## src/design/rxdma_consts.vh

```
`ifndef RXDMA_CONSTS_VH
`define RXDMA_CONSTS_VH

`define RXD_FIFO_AW 6
`define RXD_PAGE_LOG2 12
`define RXD_BLK_LOG2 8
`define RXD_FLUSH_BASE 8'h10

`define RXD_A_RDP 8'h00
`define RXD_A_SGP 8'h04
`define RXD_A_RWC 8'h08
`define RXD_A_TDP 8'h0C
`define RXD_A_TWC 8'h10
`define RXD_A_DPM 8'h14
`define RXD_A_OCR 8'h18
`define RXD_A_MISC 8'h1C
`define RXD_A_IMR 8'h20
`define RXD_A_ISR 8'h24
`define RXD_A_PIO 8'h28

`define RXD_OCR_RX_QUEUE_ENABLE 0
`define RXD_OCR_RX_DMA_ENABLE 1
`define RXD_OCR_GPO_LO 2
`define RXD_OCR_SIZE_LO 4
`define RXD_OCR_PACK_LO 6
`define RXD_OCR_ICM 8
`define RXD_OCR_SG 9
`define RXD_OCR_CNTEN 10
`define RXD_OCR_BURST_LO 16
`define RXD_OCR_INIT_LO 24
`define RXD_OCR_RST 32'h00000000

`define RXD_MISC_THR_LO 0
`define RXD_MISC_RB_LO 3
`define RXD_MISC_FL_LO 5
`define RXD_MISC_RST 7'h00

`define RXD_IRQ_DONE 0
`define RXD_IRQ_GPI1 1
`define RXD_IRQ_GPI2 2
`define RXD_IRQ_RFE 3
`define RXD_IMR_RST 4'h0

`define RXD_TAG_DATA 2'h0
`define RXD_TAG_RXA 2'h1
`define RXD_TAG_TXA 2'h2
`define RXD_TAG_CNT 2'h3

`define RXD_SIZE_BYTE 2'h0
`define RXD_SIZE_HALF 2'h1
`define RXD_SIZE_WORD 2'h2

`endif

```

## src/design/rxdma_fifo_mem.v

```verilog
`timescale 1ns/100ps
module rxdma_fifo_mem #(
    parameter AW = 6,
    parameter DW = 34
)(
    input wire hclk,
    input wire we,
    input wire [AW-1:0] waddr,
    input wire [DW-1:0] wdata,
    input wire [AW-1:0] raddr,
    output reg [DW-1:0] rdata
);
reg [DW-1:0] mem [0:(1<<AW)-1];

// Bypass so an entry written into an empty queue is the head next cycle
always @(posedge hclk)
begin
    if (we)
        mem[waddr] <= wdata;
    if (we && (waddr == raddr))
        rdata <= wdata;
    else
        rdata <= mem[raddr];
end
endmodule // rxdma_fifo_mem

```

## src/design/rxdma_packer.v

```verilog
`timescale 1ns/100ps
`include "rxdma_consts.vh"
module rxdma_packer (
    input wire hclk,
    input wire hresetn,
    input wire clear,
    input wire push,
    input wire [1:0] size,
    input wire [1:0] start_off,
    input wire [31:0] din,
    output reg word_valid,
    output reg [31:0] word_out,
    output wire [1:0] leftover,
    output wire [31:0] partial
);
reg [31:0] acc_q;
reg [1:0] idx_q;
reg [1:0] cnt_q;
reg fresh_q;
reg [31:0] acc_d;
reg [1:0] idx_d;
reg [1:0] cnt_d;
reg [2:0] nb;
integer k;

assign leftover = cnt_q;
assign partial = acc_q;

////////////////////////////////////////////////////////////////////////////
always @*
begin
    acc_d = acc_q;
    idx_d = fresh_q ? start_off : idx_q;
    cnt_d = cnt_q;
    word_valid = 1'b0;
    word_out = 32'h00000000;
    if (size == `RXD_SIZE_WORD)
        nb = 3'h4;
    else if (size == `RXD_SIZE_HALF)
        nb = 3'h2;
    else
        nb = 3'h1;
    if (push)
    begin
        for (k = 0; k < 4; k = k + 1)
        begin
            if (k < nb)
            begin
                acc_d[{idx_d, 3'b000} +: 8] = din[k*8 +: 8];
                if (idx_d == 2'h3)
                begin
                    word_valid = 1'b1;
                    word_out = acc_d;
                    acc_d = 32'h00000000;
                    idx_d = 2'h0;
                    cnt_d = 2'h0;
                end
                else
                begin
                    idx_d = idx_d + 2'h1;
                    cnt_d = cnt_d + 2'h1;
                end
            end
        end
    end
end

// Lane follows the offset until the first byte, so an offset written
// together with the queue enable still applies
always @(posedge hclk or negedge hresetn)
begin
    if (!hresetn)
    begin
        acc_q <= 32'h00000000;
        idx_q <= 2'h0;
        cnt_q <= 2'h0;
        fresh_q <= 1'b1;
    end
    else if (clear)
    begin
        acc_q <= 32'h00000000;
        idx_q <= start_off;
        cnt_q <= 2'h0;
        fresh_q <= 1'b1;
    end
    else
    begin
        acc_q <= acc_d;
        idx_q <= idx_d;
        cnt_q <= cnt_d;
        fresh_q <= fresh_q && !push;
    end
end
endmodule // rxdma_packer

```

## src/design/rxdma_top.v

```verilog
// The register addresses and the AHB-Lite interface to the registers were decided locally.
`timescale 1ns/100ps
`include "rxdma_consts.vh"
// Contract
// - Data strobe captures bus word into FIFO.
// - Room indication drops past programmed threshold.
// - Write bursts start at receive-burst count words.
// - Burst stops when FIFO drains.
// - Bursts split at every 64-word boundary.
// - Flush counter forces residual words out.
// - Page boundary fetches next scatter/gather address.
// - Word count ends DMA; remainder via flush.
// - Count-zero completion raises masked system interrupt.
// - Control bit drives option general output pin.
// - Packer starts at programmed byte offset.
// - Leftover bytes stay, count reported, PIO read.
// - FIFO-empty flag ignores packer bytes.
// - Option input two can raise interrupt.
// - Both address strobes load burst and count.
// - Transmit address entry loads pointer, starts transmit.
// - Controller mode sets first burst to size.
// - Receive address entry loads pointer, no increment.
// - Mask merges option address with pointer bits.
// - Address entries bypass packer, one cycle.
module rxdma_top #(
    parameter AW = `RXD_FIFO_AW,
    parameter PAGE_LOG2 = `RXD_PAGE_LOG2
)(
    input wire hclk,
    input wire hresetn,
    input wire hsel,
    input wire [31:0] haddr,
    input wire [1:0] htrans,
    input wire hwrite,
    input wire [2:0] hsize,
    input wire [31:0] hwdata,
    input wire hready,
    output reg [31:0] hrdata,
    output reg hreadyout,
    output reg hresp,
    input wire [31:0] option_addr_data_bus,
    input wire rx_data_strobe_n,
    input wire rx_addr_strobe_n,
    input wire tx_addr_strobe_n,
    input wire [2:0] option_gp_in_pin_n,
    output reg rx_room_avail_n,
    output reg [1:0] option_gp_out_pin,
    output reg sys_irq_n,
    output reg dma_burst,
    output reg dma_wr_req,
    output reg dma_rd_req,
    output reg [31:0] dma_addr,
    output reg [31:0] dma_wr_data,
    input wire dma_wr_ack,
    input wire dma_rd_ack,
    input wire [31:0] dma_rd_data,
    output reg [31:0] tx_mem_pointer,
    output reg [23:0] tx_word_count,
    output reg [7:0] tx_burst_len,
    output reg [7:0] tx_first_burst_len,
    output reg tx_dma_start
);
localparam [AW:0] DEPTH = {1'b1, {AW{1'b0}}};
localparam [1:0] ST_IDLE = 2'h0;
localparam [1:0] ST_WR = 2'h1;
localparam [1:0] ST_NEXT = 2'h2;
localparam [1:0] ST_SGF = 2'h3;

function [3:0] bcount;
    input [1:0] c;
    bcount = 4'h1 << c;
endfunction

function [31:0] merge;
    input [31:0] base;
    input [31:0] opt;
    input [31:0] mask;
    merge = (base & ~mask) | (opt & mask);
endfunction

reg [31:0] rx_mem_pointer_q, rx_page_table_pointer_q, addr_merge_mask_q;
reg [23:0] rx_word_count_q;
reg [31:0] option_control_reg_q;
reg [6:0] misc_q;
reg [3:0] irq_mask_reg_q;
reg done_q;
reg [1:0] state_q;
reg [7:0] flush_q;
reg [AW:0] count_q;
reg [AW-1:0] wp_q, rp_q;
reg [31:0] ad_s1_q, ad_s2_q;
reg [2:0] stb_s1_q, stb_s2_q, stb_s3_q;
reg [2:0] gpi_s1_q, gpi_s2_q;
reg rd_pend_q, wr_pend_q;
reg [7:0] ra_q, wa_q;
reg push;
reg [33:0] wentry;
reg pop;
reg [31:0] rdv;

wire rx_queue_enable = option_control_reg_q[`RXD_OCR_RX_QUEUE_ENABLE];
wire rx_dma_enable = option_control_reg_q[`RXD_OCR_RX_DMA_ENABLE];
wire cnten = option_control_reg_q[`RXD_OCR_CNTEN];
wire sgen = option_control_reg_q[`RXD_OCR_SG];
wire [2:0] thr = misc_q[`RXD_MISC_THR_LO +: 3];
wire [3:0] bn = bcount(misc_q[`RXD_MISC_RB_LO +: 2]);
wire [7:0] flen = `RXD_FLUSH_BASE << misc_q[`RXD_MISC_FL_LO +: 2];
wire [2:0] ev = stb_s2_q & ~stb_s3_q;
wire [33:0] head;
wire [1:0] hd_tag = head[33:32];
wire [31:0] hd = head[31:0];
wire head_ok = (count_q != {(AW+1){1'b0}});
wire [AW:0] free = DEPTH - count_q;
wire [AW-1:0] rp_d = rp_q + {{(AW-1){1'b0}}, pop};
wire pk_valid;
wire [31:0] pk_word;
wire [1:0] pk_left;
wire [31:0] pk_part;
wire pio_rd = rd_pend_q && (ra_q == `RXD_A_PIO);
wire cnt_ok = !cnten || (rx_word_count_q != 24'h000000);
wire cnt_low = cnten && (rx_word_count_q < {20'h00000, bn});
wire flush_due = (flush_q == 8'h00) && head_ok;
wire enough = ({3'h0, count_q} >= {{AW{1'b0}}, bn}) && !cnt_low;
wire start_ok = rx_dma_enable && cnt_ok
    && (enough || flush_due);
wire [31:0] rdp_inc = rx_mem_pointer_q + 32'h00000004;
// Word about to go out would open a new 64-word block
wire blk_end = (rx_mem_pointer_q[`RXD_BLK_LOG2-1:2]
    == {(`RXD_BLK_LOG2-2){1'b0}});
wire pg_end = (rdp_inc[PAGE_LOG2-1:0] == {PAGE_LOG2{1'b0}});
wire [3:0] isr = {head_ok ? 1'b0 : 1'b1, gpi_s2_q[2], gpi_s2_q[1], done_q};
wire st_wr = hsel && htrans[1] && hready;

////////////////////////////////////////////////////////////////////////////
// Two flops on every option pin, three on the strobes; the data bus rides with its strobe
always @(posedge hclk or negedge hresetn)
begin
    if (!hresetn)
    begin
        ad_s1_q <= 32'h00000000;
        ad_s2_q <= 32'h00000000;
        stb_s1_q <= 3'h0;
        stb_s2_q <= 3'h0;
        stb_s3_q <= 3'h0;
        gpi_s1_q <= 3'h0;
        gpi_s2_q <= 3'h0;
    end
    else
    begin
        ad_s1_q <= option_addr_data_bus;
        ad_s2_q <= ad_s1_q;
        stb_s1_q <= ~{tx_addr_strobe_n, rx_addr_strobe_n, rx_data_strobe_n};
        stb_s2_q <= stb_s1_q;
        stb_s3_q <= stb_s2_q;
        gpi_s1_q <= ~option_gp_in_pin_n;
        gpi_s2_q <= gpi_s1_q;
    end
end

rxdma_packer u_pack (
    .hclk(hclk),
    .hresetn(hresetn),
    .clear(!rx_queue_enable || pio_rd),
    .push(ev[0] && rx_queue_enable),
    .size(option_control_reg_q[`RXD_OCR_SIZE_LO +: 2]),
    .start_off(option_control_reg_q[`RXD_OCR_PACK_LO +: 2]),
    .din(ad_s2_q),
    .word_valid(pk_valid),
    .word_out(pk_word),
    .leftover(pk_left),
    .partial(pk_part)
);

// Address entries skip the packer and are taken as one whole word
always @*
begin
    push = 1'b0;
    wentry = {`RXD_TAG_DATA, pk_word};
    if (ev[2] && ev[1])
    begin
        push = 1'b1;
        wentry = {`RXD_TAG_CNT, ad_s2_q};
    end
    else if (ev[1])
    begin
        push = 1'b1;
        wentry = {`RXD_TAG_RXA, ad_s2_q};
    end
    else if (ev[2])
    begin
        push = 1'b1;
        wentry = {`RXD_TAG_TXA, ad_s2_q};
    end
    else if (pk_valid)
        push = 1'b1;
    if (!rx_queue_enable || (count_q == DEPTH))
        push = 1'b0;
end

rxdma_fifo_mem #(
    .AW(AW),
    .DW(34)
) u_mem (
    .hclk(hclk),
    .we(push),
    .waddr(wp_q),
    .wdata(wentry),
    .raddr(rp_d),
    .rdata(head)
);

always @*
begin
    pop = 1'b0;
    if (state_q == ST_IDLE && head_ok && rx_queue_enable)
        pop = (hd_tag != `RXD_TAG_DATA);
    else if (state_q == ST_WR)
        pop = dma_wr_ack;
end

////////////////////////////////////////////////////////////////////////////
// Queue pointers, flush counter and pin outputs
always @(posedge hclk or negedge hresetn)
begin
    if (!hresetn)
    begin
        wp_q <= {AW{1'b0}};
        rp_q <= {AW{1'b0}};
        count_q <= {(AW+1){1'b0}};
        flush_q <= `RXD_FLUSH_BASE;
        rx_room_avail_n <= 1'b1;
        option_gp_out_pin <= 2'h0;
        sys_irq_n <= 1'b1;
    end
    else if (!rx_queue_enable)
    begin
        wp_q <= {AW{1'b0}};
        rp_q <= {AW{1'b0}};
        count_q <= {(AW+1){1'b0}};
        flush_q <= flen;
        rx_room_avail_n <= 1'b1;
        option_gp_out_pin <= option_control_reg_q[`RXD_OCR_GPO_LO +: 2];
        sys_irq_n <= ~|(isr & irq_mask_reg_q);
    end
    else
    begin
        wp_q <= wp_q + {{(AW-1){1'b0}}, push};
        rp_q <= rp_d;
        count_q <= count_q + {{AW{1'b0}}, push} - {{AW{1'b0}}, pop};
        // Reload on any arrival so only an idle trickle gets flushed
        if (push || !head_ok || state_q != ST_IDLE)
            flush_q <= flen;
        else if (flush_q != 8'h00)
            flush_q <= flush_q - 8'h01;
        // Margin of thr words covers strobes still in the synchroniser
        rx_room_avail_n <= (free <= {{(AW-2){1'b0}}, thr});
        option_gp_out_pin <=
            option_control_reg_q[`RXD_OCR_GPO_LO +: 2];
        sys_irq_n <= ~|(isr & irq_mask_reg_q);
    end
end

////////////////////////////////////////////////////////////////////////////
// Bus slave: writes land at the end of the data phase, reads take one wait
always @*
begin
    rdv = 32'h00000000;
    case (ra_q)
        `RXD_A_RDP: rdv = rx_mem_pointer_q;
        `RXD_A_SGP: rdv = rx_page_table_pointer_q;
        `RXD_A_RWC: rdv = {8'h00, rx_word_count_q};
        `RXD_A_TDP: rdv = tx_mem_pointer;
        `RXD_A_TWC: rdv = {8'h00, tx_word_count};
        `RXD_A_DPM: rdv = addr_merge_mask_q;
        `RXD_A_OCR: rdv = option_control_reg_q;
        `RXD_A_MISC: rdv = {25'h0000000, misc_q};
        `RXD_A_IMR: rdv = {28'h0000000, irq_mask_reg_q};
        `RXD_A_ISR: rdv = {26'h0000000, pk_left, isr};
        `RXD_A_PIO: rdv = pk_part;
        default: rdv = 32'h00000000;
    endcase
end

always @(posedge hclk or negedge hresetn)
begin
    if (!hresetn)
    begin
        hrdata <= 32'h00000000;
        hreadyout <= 1'b1;
        hresp <= 1'b0;
        rd_pend_q <= 1'b0;
        wr_pend_q <= 1'b0;
        ra_q <= 8'h00;
        wa_q <= 8'h00;
    end
    else
    begin
        hresp <= 1'b0;
        wr_pend_q <= st_wr && hwrite;
        wa_q <= haddr[7:0];
        if (rd_pend_q)
        begin
            hrdata <= rdv;
            hreadyout <= 1'b1;
            rd_pend_q <= 1'b0;
        end
        else if (st_wr && !hwrite)
        begin
            ra_q <= haddr[7:0];
            hreadyout <= 1'b0;
            rd_pend_q <= 1'b1;
        end
    end
end

////////////////////////////////////////////////////////////////////////////
// Head dispatch, write bursts, page table fetch and register file
always @(posedge hclk or negedge hresetn)
begin
    if (!hresetn)
    begin
        state_q <= ST_IDLE;
        dma_burst <= 1'b0;
        dma_wr_req <= 1'b0;
        dma_rd_req <= 1'b0;
        dma_addr <= 32'h00000000;
        dma_wr_data <= 32'h00000000;
        rx_mem_pointer_q <= 32'h00000000;
        rx_page_table_pointer_q <= 32'h00000000;
        rx_word_count_q <= 24'h000000;
        addr_merge_mask_q <= 32'h00000000;
        option_control_reg_q <= `RXD_OCR_RST;
        misc_q <= `RXD_MISC_RST;
        irq_mask_reg_q <= `RXD_IMR_RST;
        done_q <= 1'b0;
        tx_mem_pointer <= 32'h00000000;
        tx_word_count <= 24'h000000;
        tx_burst_len <= 8'h00;
        tx_first_burst_len <= 8'h00;
        tx_dma_start <= 1'b0;
    end
    else
    begin
        tx_dma_start <= 1'b0;
        case (state_q)
            ST_IDLE:
            begin
                if (head_ok && rx_queue_enable)
                begin
                    case (hd_tag)
                        `RXD_TAG_RXA:
                            rx_mem_pointer_q <= merge(rx_mem_pointer_q, hd,
                                addr_merge_mask_q);
                        `RXD_TAG_TXA:
                        begin
                            tx_mem_pointer <= merge(tx_mem_pointer, hd,
                                addr_merge_mask_q);
                            tx_dma_start <= 1'b1;
                        end
                        `RXD_TAG_CNT:
                        begin
                            tx_burst_len <= hd[31:24];
                            tx_word_count <= hd[23:0];
                            if (option_control_reg_q[`RXD_OCR_ICM])
                                tx_first_burst_len <= hd[31:24];
                        end
                        default:
                        begin
                            if (start_ok)
                            begin
                                state_q <= ST_WR;
                                dma_burst <= 1'b1;
                                dma_wr_req <= 1'b1;
                                dma_addr <= rx_mem_pointer_q;
                                dma_wr_data <= hd;
                            end
                        end
                    endcase
                end
            end
            ST_WR:
            begin
                if (dma_wr_ack)
                begin
                    dma_wr_req <= 1'b0;
                    rx_mem_pointer_q <= rdp_inc;
                    if (cnten && rx_word_count_q != 24'h000000)
                    begin
                        rx_word_count_q <= rx_word_count_q - 24'h000001;
                        if (rx_word_count_q == 24'h000001)
                            done_q <= 1'b1;
                    end
                    if (sgen && pg_end)
                    begin
                        state_q <= ST_SGF;
                        dma_burst <= 1'b0;
                        dma_rd_req <= 1'b1;
                        dma_addr <= rx_page_table_pointer_q;
                    end
                    else
                        state_q <= ST_NEXT;
                end
            end
            ST_NEXT:
            begin
                // Head was refreshed by the pop one cycle ago
                if (head_ok && hd_tag == `RXD_TAG_DATA && rx_dma_enable && cnt_ok
                    && !blk_end && rx_queue_enable)
                begin
                    state_q <= ST_WR;
                    dma_wr_req <= 1'b1;
                    dma_addr <= rx_mem_pointer_q;
                    dma_wr_data <= hd;
                end
                else
                begin
                    state_q <= ST_IDLE;
                    dma_burst <= 1'b0;
                end
            end
            default:
            begin
                if (dma_rd_ack)
                begin
                    dma_rd_req <= 1'b0;
                    rx_mem_pointer_q <= dma_rd_data;
                    rx_page_table_pointer_q <= rx_page_table_pointer_q
                        + 32'h00000004;
                    state_q <= ST_IDLE;
                end
            end
        endcase
        if (wr_pend_q)
        begin
            case (wa_q)
                `RXD_A_RDP: rx_mem_pointer_q <= hwdata;
                `RXD_A_SGP: rx_page_table_pointer_q <= hwdata;
                `RXD_A_RWC: rx_word_count_q <= hwdata[23:0];
                `RXD_A_TDP: tx_mem_pointer <= hwdata;
                `RXD_A_TWC: tx_word_count <= hwdata[23:0];
                `RXD_A_DPM: addr_merge_mask_q <= hwdata;
                `RXD_A_OCR:
                begin
                    option_control_reg_q <= hwdata;
                    tx_burst_len <= hwdata[`RXD_OCR_BURST_LO +: 8];
                    tx_first_burst_len <= hwdata[`RXD_OCR_INIT_LO +: 8];
                end
                `RXD_A_MISC: misc_q <= hwdata[6:0];
                `RXD_A_IMR: irq_mask_reg_q <= hwdata[3:0];
                // A completion in the same cycle keeps the flag set
                `RXD_A_ISR: done_q <= done_q && !hwdata[`RXD_IRQ_DONE]
                    || (state_q == ST_WR && dma_wr_ack && cnten
                    && rx_word_count_q == 24'h000001);
                default: done_q <= done_q;
            endcase
        end
    end
end
endmodule // rxdma_top

```

## config.mk

```make
export PLATFORM = sky130hd
export DESIGN_NAME = rxdma_top
export DESIGN_NICKNAME = d
export VERILOG_FILES = /design/src/design/rxdma_fifo_mem.v /design/src/design/rxdma_packer.v /design/src/design/rxdma_top.v
export VERILOG_INCLUDE_DIRS = /design/src /design/src/design
export SDC_FILE = /design/constraint.sdc
export NUM_CORES = 2
export LEC_CHECK = 0
export ABC_CLOCK_PERIOD_IN_PS = 5200
export BUFFER_PORTS_ARGS = -buffer_cell sky130_fd_sc_hd__buf_2
export CAP_MARGIN = 5
export CELL_PAD_IN_SITES_DETAIL_PLACEMENT = 1
export CELL_PAD_IN_SITES_GLOBAL_PLACEMENT = 1
export CORE_MARGIN = 3
export CORE_UTILIZATION = 34
export CTS_CLUSTER_SIZE = 14
export DETAILED_ROUTE_END_ITERATION = 6
export GPL_ROUTABILITY_DRIVEN = 0
export PLACE_DENSITY = 0.67
export SKIP_LAST_GASP = 1
export SLEW_MARGIN = 30
export SYNTH_ARGS = -nofsm -noshare
export SYNTH_HDL_FRONTEND = slang
export SYNTH_SLANG_ARGS = --single-unit
```

## constraint.sdc

```tcl
create_clock -name hclk -period 5.2 [get_ports hclk]
set_input_delay 0.52 -clock hclk [delete_from_list [all_inputs] [get_ports hclk]]
set_output_delay 0.52 -clock hclk [all_outputs]
set_load 0.05 [all_outputs]
```

==> impl_metrics.csv <==
group,metric,value,unit
outcome,status,"completed",
detailed_routing,wl,394000,um
layout,final_nets,7089,
pwr,p_per_area,562,nW/um^2
setup_path,required,5.65,ns
layout,syn_to_final_growth,16.4,%
synthesis,ys_types,86,
setup_path,path_common_cell,"ha_1",
clock_tree,post_cts_resized,0,
clock_tree,cts_hold_buf,58,
floorplan,fp.coreArea,326000,um^2
synthesis,synth_area,112000,um^2
setup_path,start_kind,"register",
setup_path,cpLargestDelayFamily,"adder cells",
synthesis,ys_seq_area_share,69.9,%
global_routing,track_usage,23.1,%
pwr,pwr-share-seq,37.1,%
layout,fillers,32061,
global_routing,antenna_found_initial,30,
synthesis,yosysWarnings,0,
floorplan,start_util,34.3,%
pwr,max-vdd-ir-drop,543,uV
synthesis,synthFlopType,"edfxtp_1",
synthesis,syn_nets,6547,
detailed_routing,vias,68241,
timing,grt_setup_unrepaired,"false",
detailed_routing,routed_via_density,5.97,
placed_design,hpwl,249000,um
global_routing,grt_pass1_vias,68679,
timing,max_slew_margin,26.7,%
floorplan,die_h,579,um
detailed_routing,drtIter0Drc,9406,
setup_path,worstPathMaxFanout,64,
pwr,power.share.clock,27.7,%
job,cap_violations,0,
detailed_routing,met2_length,182000,um
timing,tns,0,ns
global_routing,grt_overflow_total,0,
clock_tree,numCtsBuffers,284,
pwr,power_switching_share,36.6,%
floorplan,fp.dieW,579,um
timing,finalHoldViolCount,0,
clock_tree,clock_path_buffers,4,
timing,tightest_slew,1.10,ns
placed_design,io_buffers,293,
detailed_routing,wl_per_cell,34.4,um
floorplan,die-area,335000,um^2
global_routing,grt_pass1_wl,549000,um
detailed_routing,highest_layer,"met5",
setup_path,end_kind,"register",
clock_tree,cts_sinks,2684,
pwr,total_power,73.0,mW
pwr,power.switching,26.7,mW
setup_path,critPathKind,"reg -> reg",
synthesis,ys_async_sr_fraction,18.7,%
timing,setup_viol,0,
setup_path,slowest_delay,0.59,ns
clock_tree,cts_tree,"yes",
layout,drive_gt1_share,27.5,%
setup_path,crit_chain,"mux2i_2, ha_1, ha_1, mux2_2, inv_1, ha_1, inv_1, a21o_1, ha_1, nor2_1, and3_1, nor2b_1, buf_4, a22o_1, a221o_2, buf_4",
synthesis,synth-edff-count,2176,
detailed_routing,antenna_left,0,
timing,fin_skew,0.0922,ns
timing,min_period,4.86,ns
synthesis,synth-seq-cells,2684,
clock_tree,cts_setup_buffers,0,
synthesis,syn_area_per_cell,17.6,um^2
detailed_routing,wl_met3,36800,um
detailed_routing,firstDrtPassIters,5,
setup_path,worst_path_max_delay_cell,"dfstp_2",
synthesis,syn_inst,6336,
global_routing,grt_max_degree,150,
detailed_routing,met1_length,150000,um
pwr,pwr-share-comb,35.3,%
pwr,leakagePower,44.2,nW
setup_path,crit_buf_inv,4,
clock_tree,root_buffer,"clkbuf_16",
floorplan,rows,209,
floorplan,io_pins,324,
clock_tree,cts.htree.levels,5,
min_path,hold_class,"in -> reg",
setup_path,worstPathArrival,5.31,ns
clock_tree,clk_pin_slew,0.06,ns
detailed_routing,drc,0,
timing,finalMaxSlewViolations,0,
clock_tree,clkLatencyLatePin,0.89,ns
pwr,intPower,46.3,mW
timing,fmax,206,MHz
timing,post-route-period-util,93.5,%
==> worst reg2reg max path, cell delays in order (launching register included) <==
cell and delay (ns):
dfstp_2 0.59, mux2i_2 0.32, ha_1 0.31, ha_1 0.34, mux2_2 0.26, inv_1 0.11, ha_1 0.35, inv_1 0.06
a21o_1 0.22, ha_1 0.36, nor2_1 0.08, and3_1 0.20, nor2b_1 0.13, buf_4 0.17, a22o_1 0.24, a221o_2 0.36
buf_4 0.28
==> cell usage in the layout, fill, tap and decap left out, types with 33 or more instances in the layout <==
cell / instances
a22o_1: 93
xnor2_1: 39
clkbuf_16: 290
a221oi_1: 59
o2bb2ai_1: 56
xor2_1: 37
and2_1: 35
inv_1: 63
o211ai_1: 55
o21ai_0: 196
nor3_1: 40
a32oi_1: 33
mux2i_1: 167
edfxtp_1: 2176
buf_2: 292
dlygate4sd3_1: 58
clkinv_2: 55
clkinv_1: 48
nand2_1: 409
buf_4: 262
nor2_4: 66
ha_1: 62
mux4_2: 653
a31oi_1: 83
a21oi_1: 165
buf_12: 47
a22oi_1: 93
mux2_2: 110
nor2_1: 238
nand3_1: 66
clkbuf_1: 48
dfrtp_1: 496
==> final cells by class <==
type,instances,area [um^2],area share [%]
clock buffer,358,7710,5.94
inverter,69,267,0.205
timing repair buffer,663,5010,3.86
multi-input combinational,3176,32000,24.6
antenna,14,35.0,0.0270
tap,4325,5410,4.16
sequential,2684,78000,60.1
clock inverter,146,1420,1.09
==> worst paths after layout <==
check	from	end	slack [ns]	cells past startpoint
worst max-delay path	u_pack.fresh_q$_DFF_PN1_	u_mem.mem[4][17]$_DFFE_PP_	0.34	16
max in group asynchronous	hresetn	u_pack.partial[10]$_DFFE_PN0P_	3.51	3
worst max register to register	u_pack.fresh_q$_DFF_PN1_	u_mem.mem[4][17]$_DFFE_PP_	0.34	16
min in group asynchronous	hresetn	ad_s2_q[13]$_DFF_PN0_	0.36	2
worst min-delay path	hwdata[17]	rx_page_table_pointer_q[17]$_DFF_PN0_	0.06	3
worst min register to register	ad_s1_q[1]$_DFF_PN0_	ad_s2_q[1]$_DFF_PN0_	0.34	0
==> state kept, by name (all words and copies together) (netlist names), 6 cells and up, named ones only <==
name	cells
ad_s1_q	32
ad_s2_q	32
addr_merge_mask_q	32
count_q	7
dma_addr	32
dma_wr_data	32
flush_q	8
hrdata	32
misc_q	7
option_control_reg_q	32
ra_q	8
rp_q	6
rx_mem_pointer_q	32
rx_page_table_pointer_q	32
rx_word_count_q	24
tx_burst_len	8
tx_first_burst_len	8
tx_mem_pointer	32
tx_word_count	24
u_mem.mem	2176
u_pack.partial	32
wa_q	8
wp_q	6
==> synth_stat cells, types with 41 or more instances <==
| cell type | n | area share [%] |
|---|---|---|
| edfxtp_1 | 2176 | 59 |
| mux4_2 | 653 | 13 |
| dfrtp_1 | 497 | 11 |
| nand2_1 | 413 | 1.4 |
| nor2_1 | 314 | 1.1 |
| clkbuf_1 | 240 | 0.81 |
| o21ai_0 | 196 | 0.88 |
| mux2i_1 | 168 | 1.5 |
| a21oi_1 | 165 | 0.74 |
| a22o_1 | 117 | 0.92 |
| mux2_2 | 110 | 1.1 |
| a22oi_1 | 93 | 0.63 |
| a31oi_1 | 84 | 0.47 |
| nand3_1 | 66 | 0.30 |
| ha_1 | 64 | 0.72 |
| inv_1 | 64 | 0.22 |
| buf_2 | 61 | 0.27 |
| a221oi_1 | 59 | 0.46 |
| o2bb2ai_1 | 56 | 0.44 |
| o211ai_1 | 55 | 0.37 |
| buf_6 | 41 | 0.41 |
==> logic make-up after synthesis <==
logic type	Yosys count	synth area share, %
compound gates	1017	6.30
xor+xnor	76	0.596
fa+ha+maj	65	0.735
buf+inv	476	2.04
flops	2684	69.9
mux	961	16.1
other cells	1	0.00336
simple gates	1056	4.30
==> power groups by stage <==
stage / clock network (mW) / logic [mW] / registers [mW]
after global routing: 21.4 / 27.0 / 27.1
final: 20.2 / 25.7 / 27.0
after floorplan: 0 / 14.8 / 28.3
after CTS: 20.5 / 25.5 / 26.9
after detailed placement: 0 / 25.4 / 27.4
after global placement: 0 / 25.0 / 27.3
==> per-stage QoR <==
| stage | std cells | hold slack [ns] | area (um^2) | setup slack, ns | util (%) |
|---|---|---|---|---|---|
| global placement | 10858 | 0.336 | 120000 | 0.306 | 36.9 |
| finish | 11435 | 0.0600 | 130000 | 0.340 | 39.9 |
| global route | 11426 | 0.0441 | 130000 | 0.0366 | 39.9 |
| floorplan | 6336 | 0.224 | 112000 | 0.101 | - |
| CTS | 11420 | 0.000624 | 130000 | 0.204 | 39.9 |
| detailed placement | 10858 | 0.336 | 120000 | 0.202 | 36.9 |
==> metal layers <==
metal,up-vias,GRT usage [%]
met3,945,4.68
met2,4072,36.2
met5,-,0
met4,26,12.2
li1,26705,-
met1,36493,30.3
Note: power is estimated with default switching activity, not from simulation.
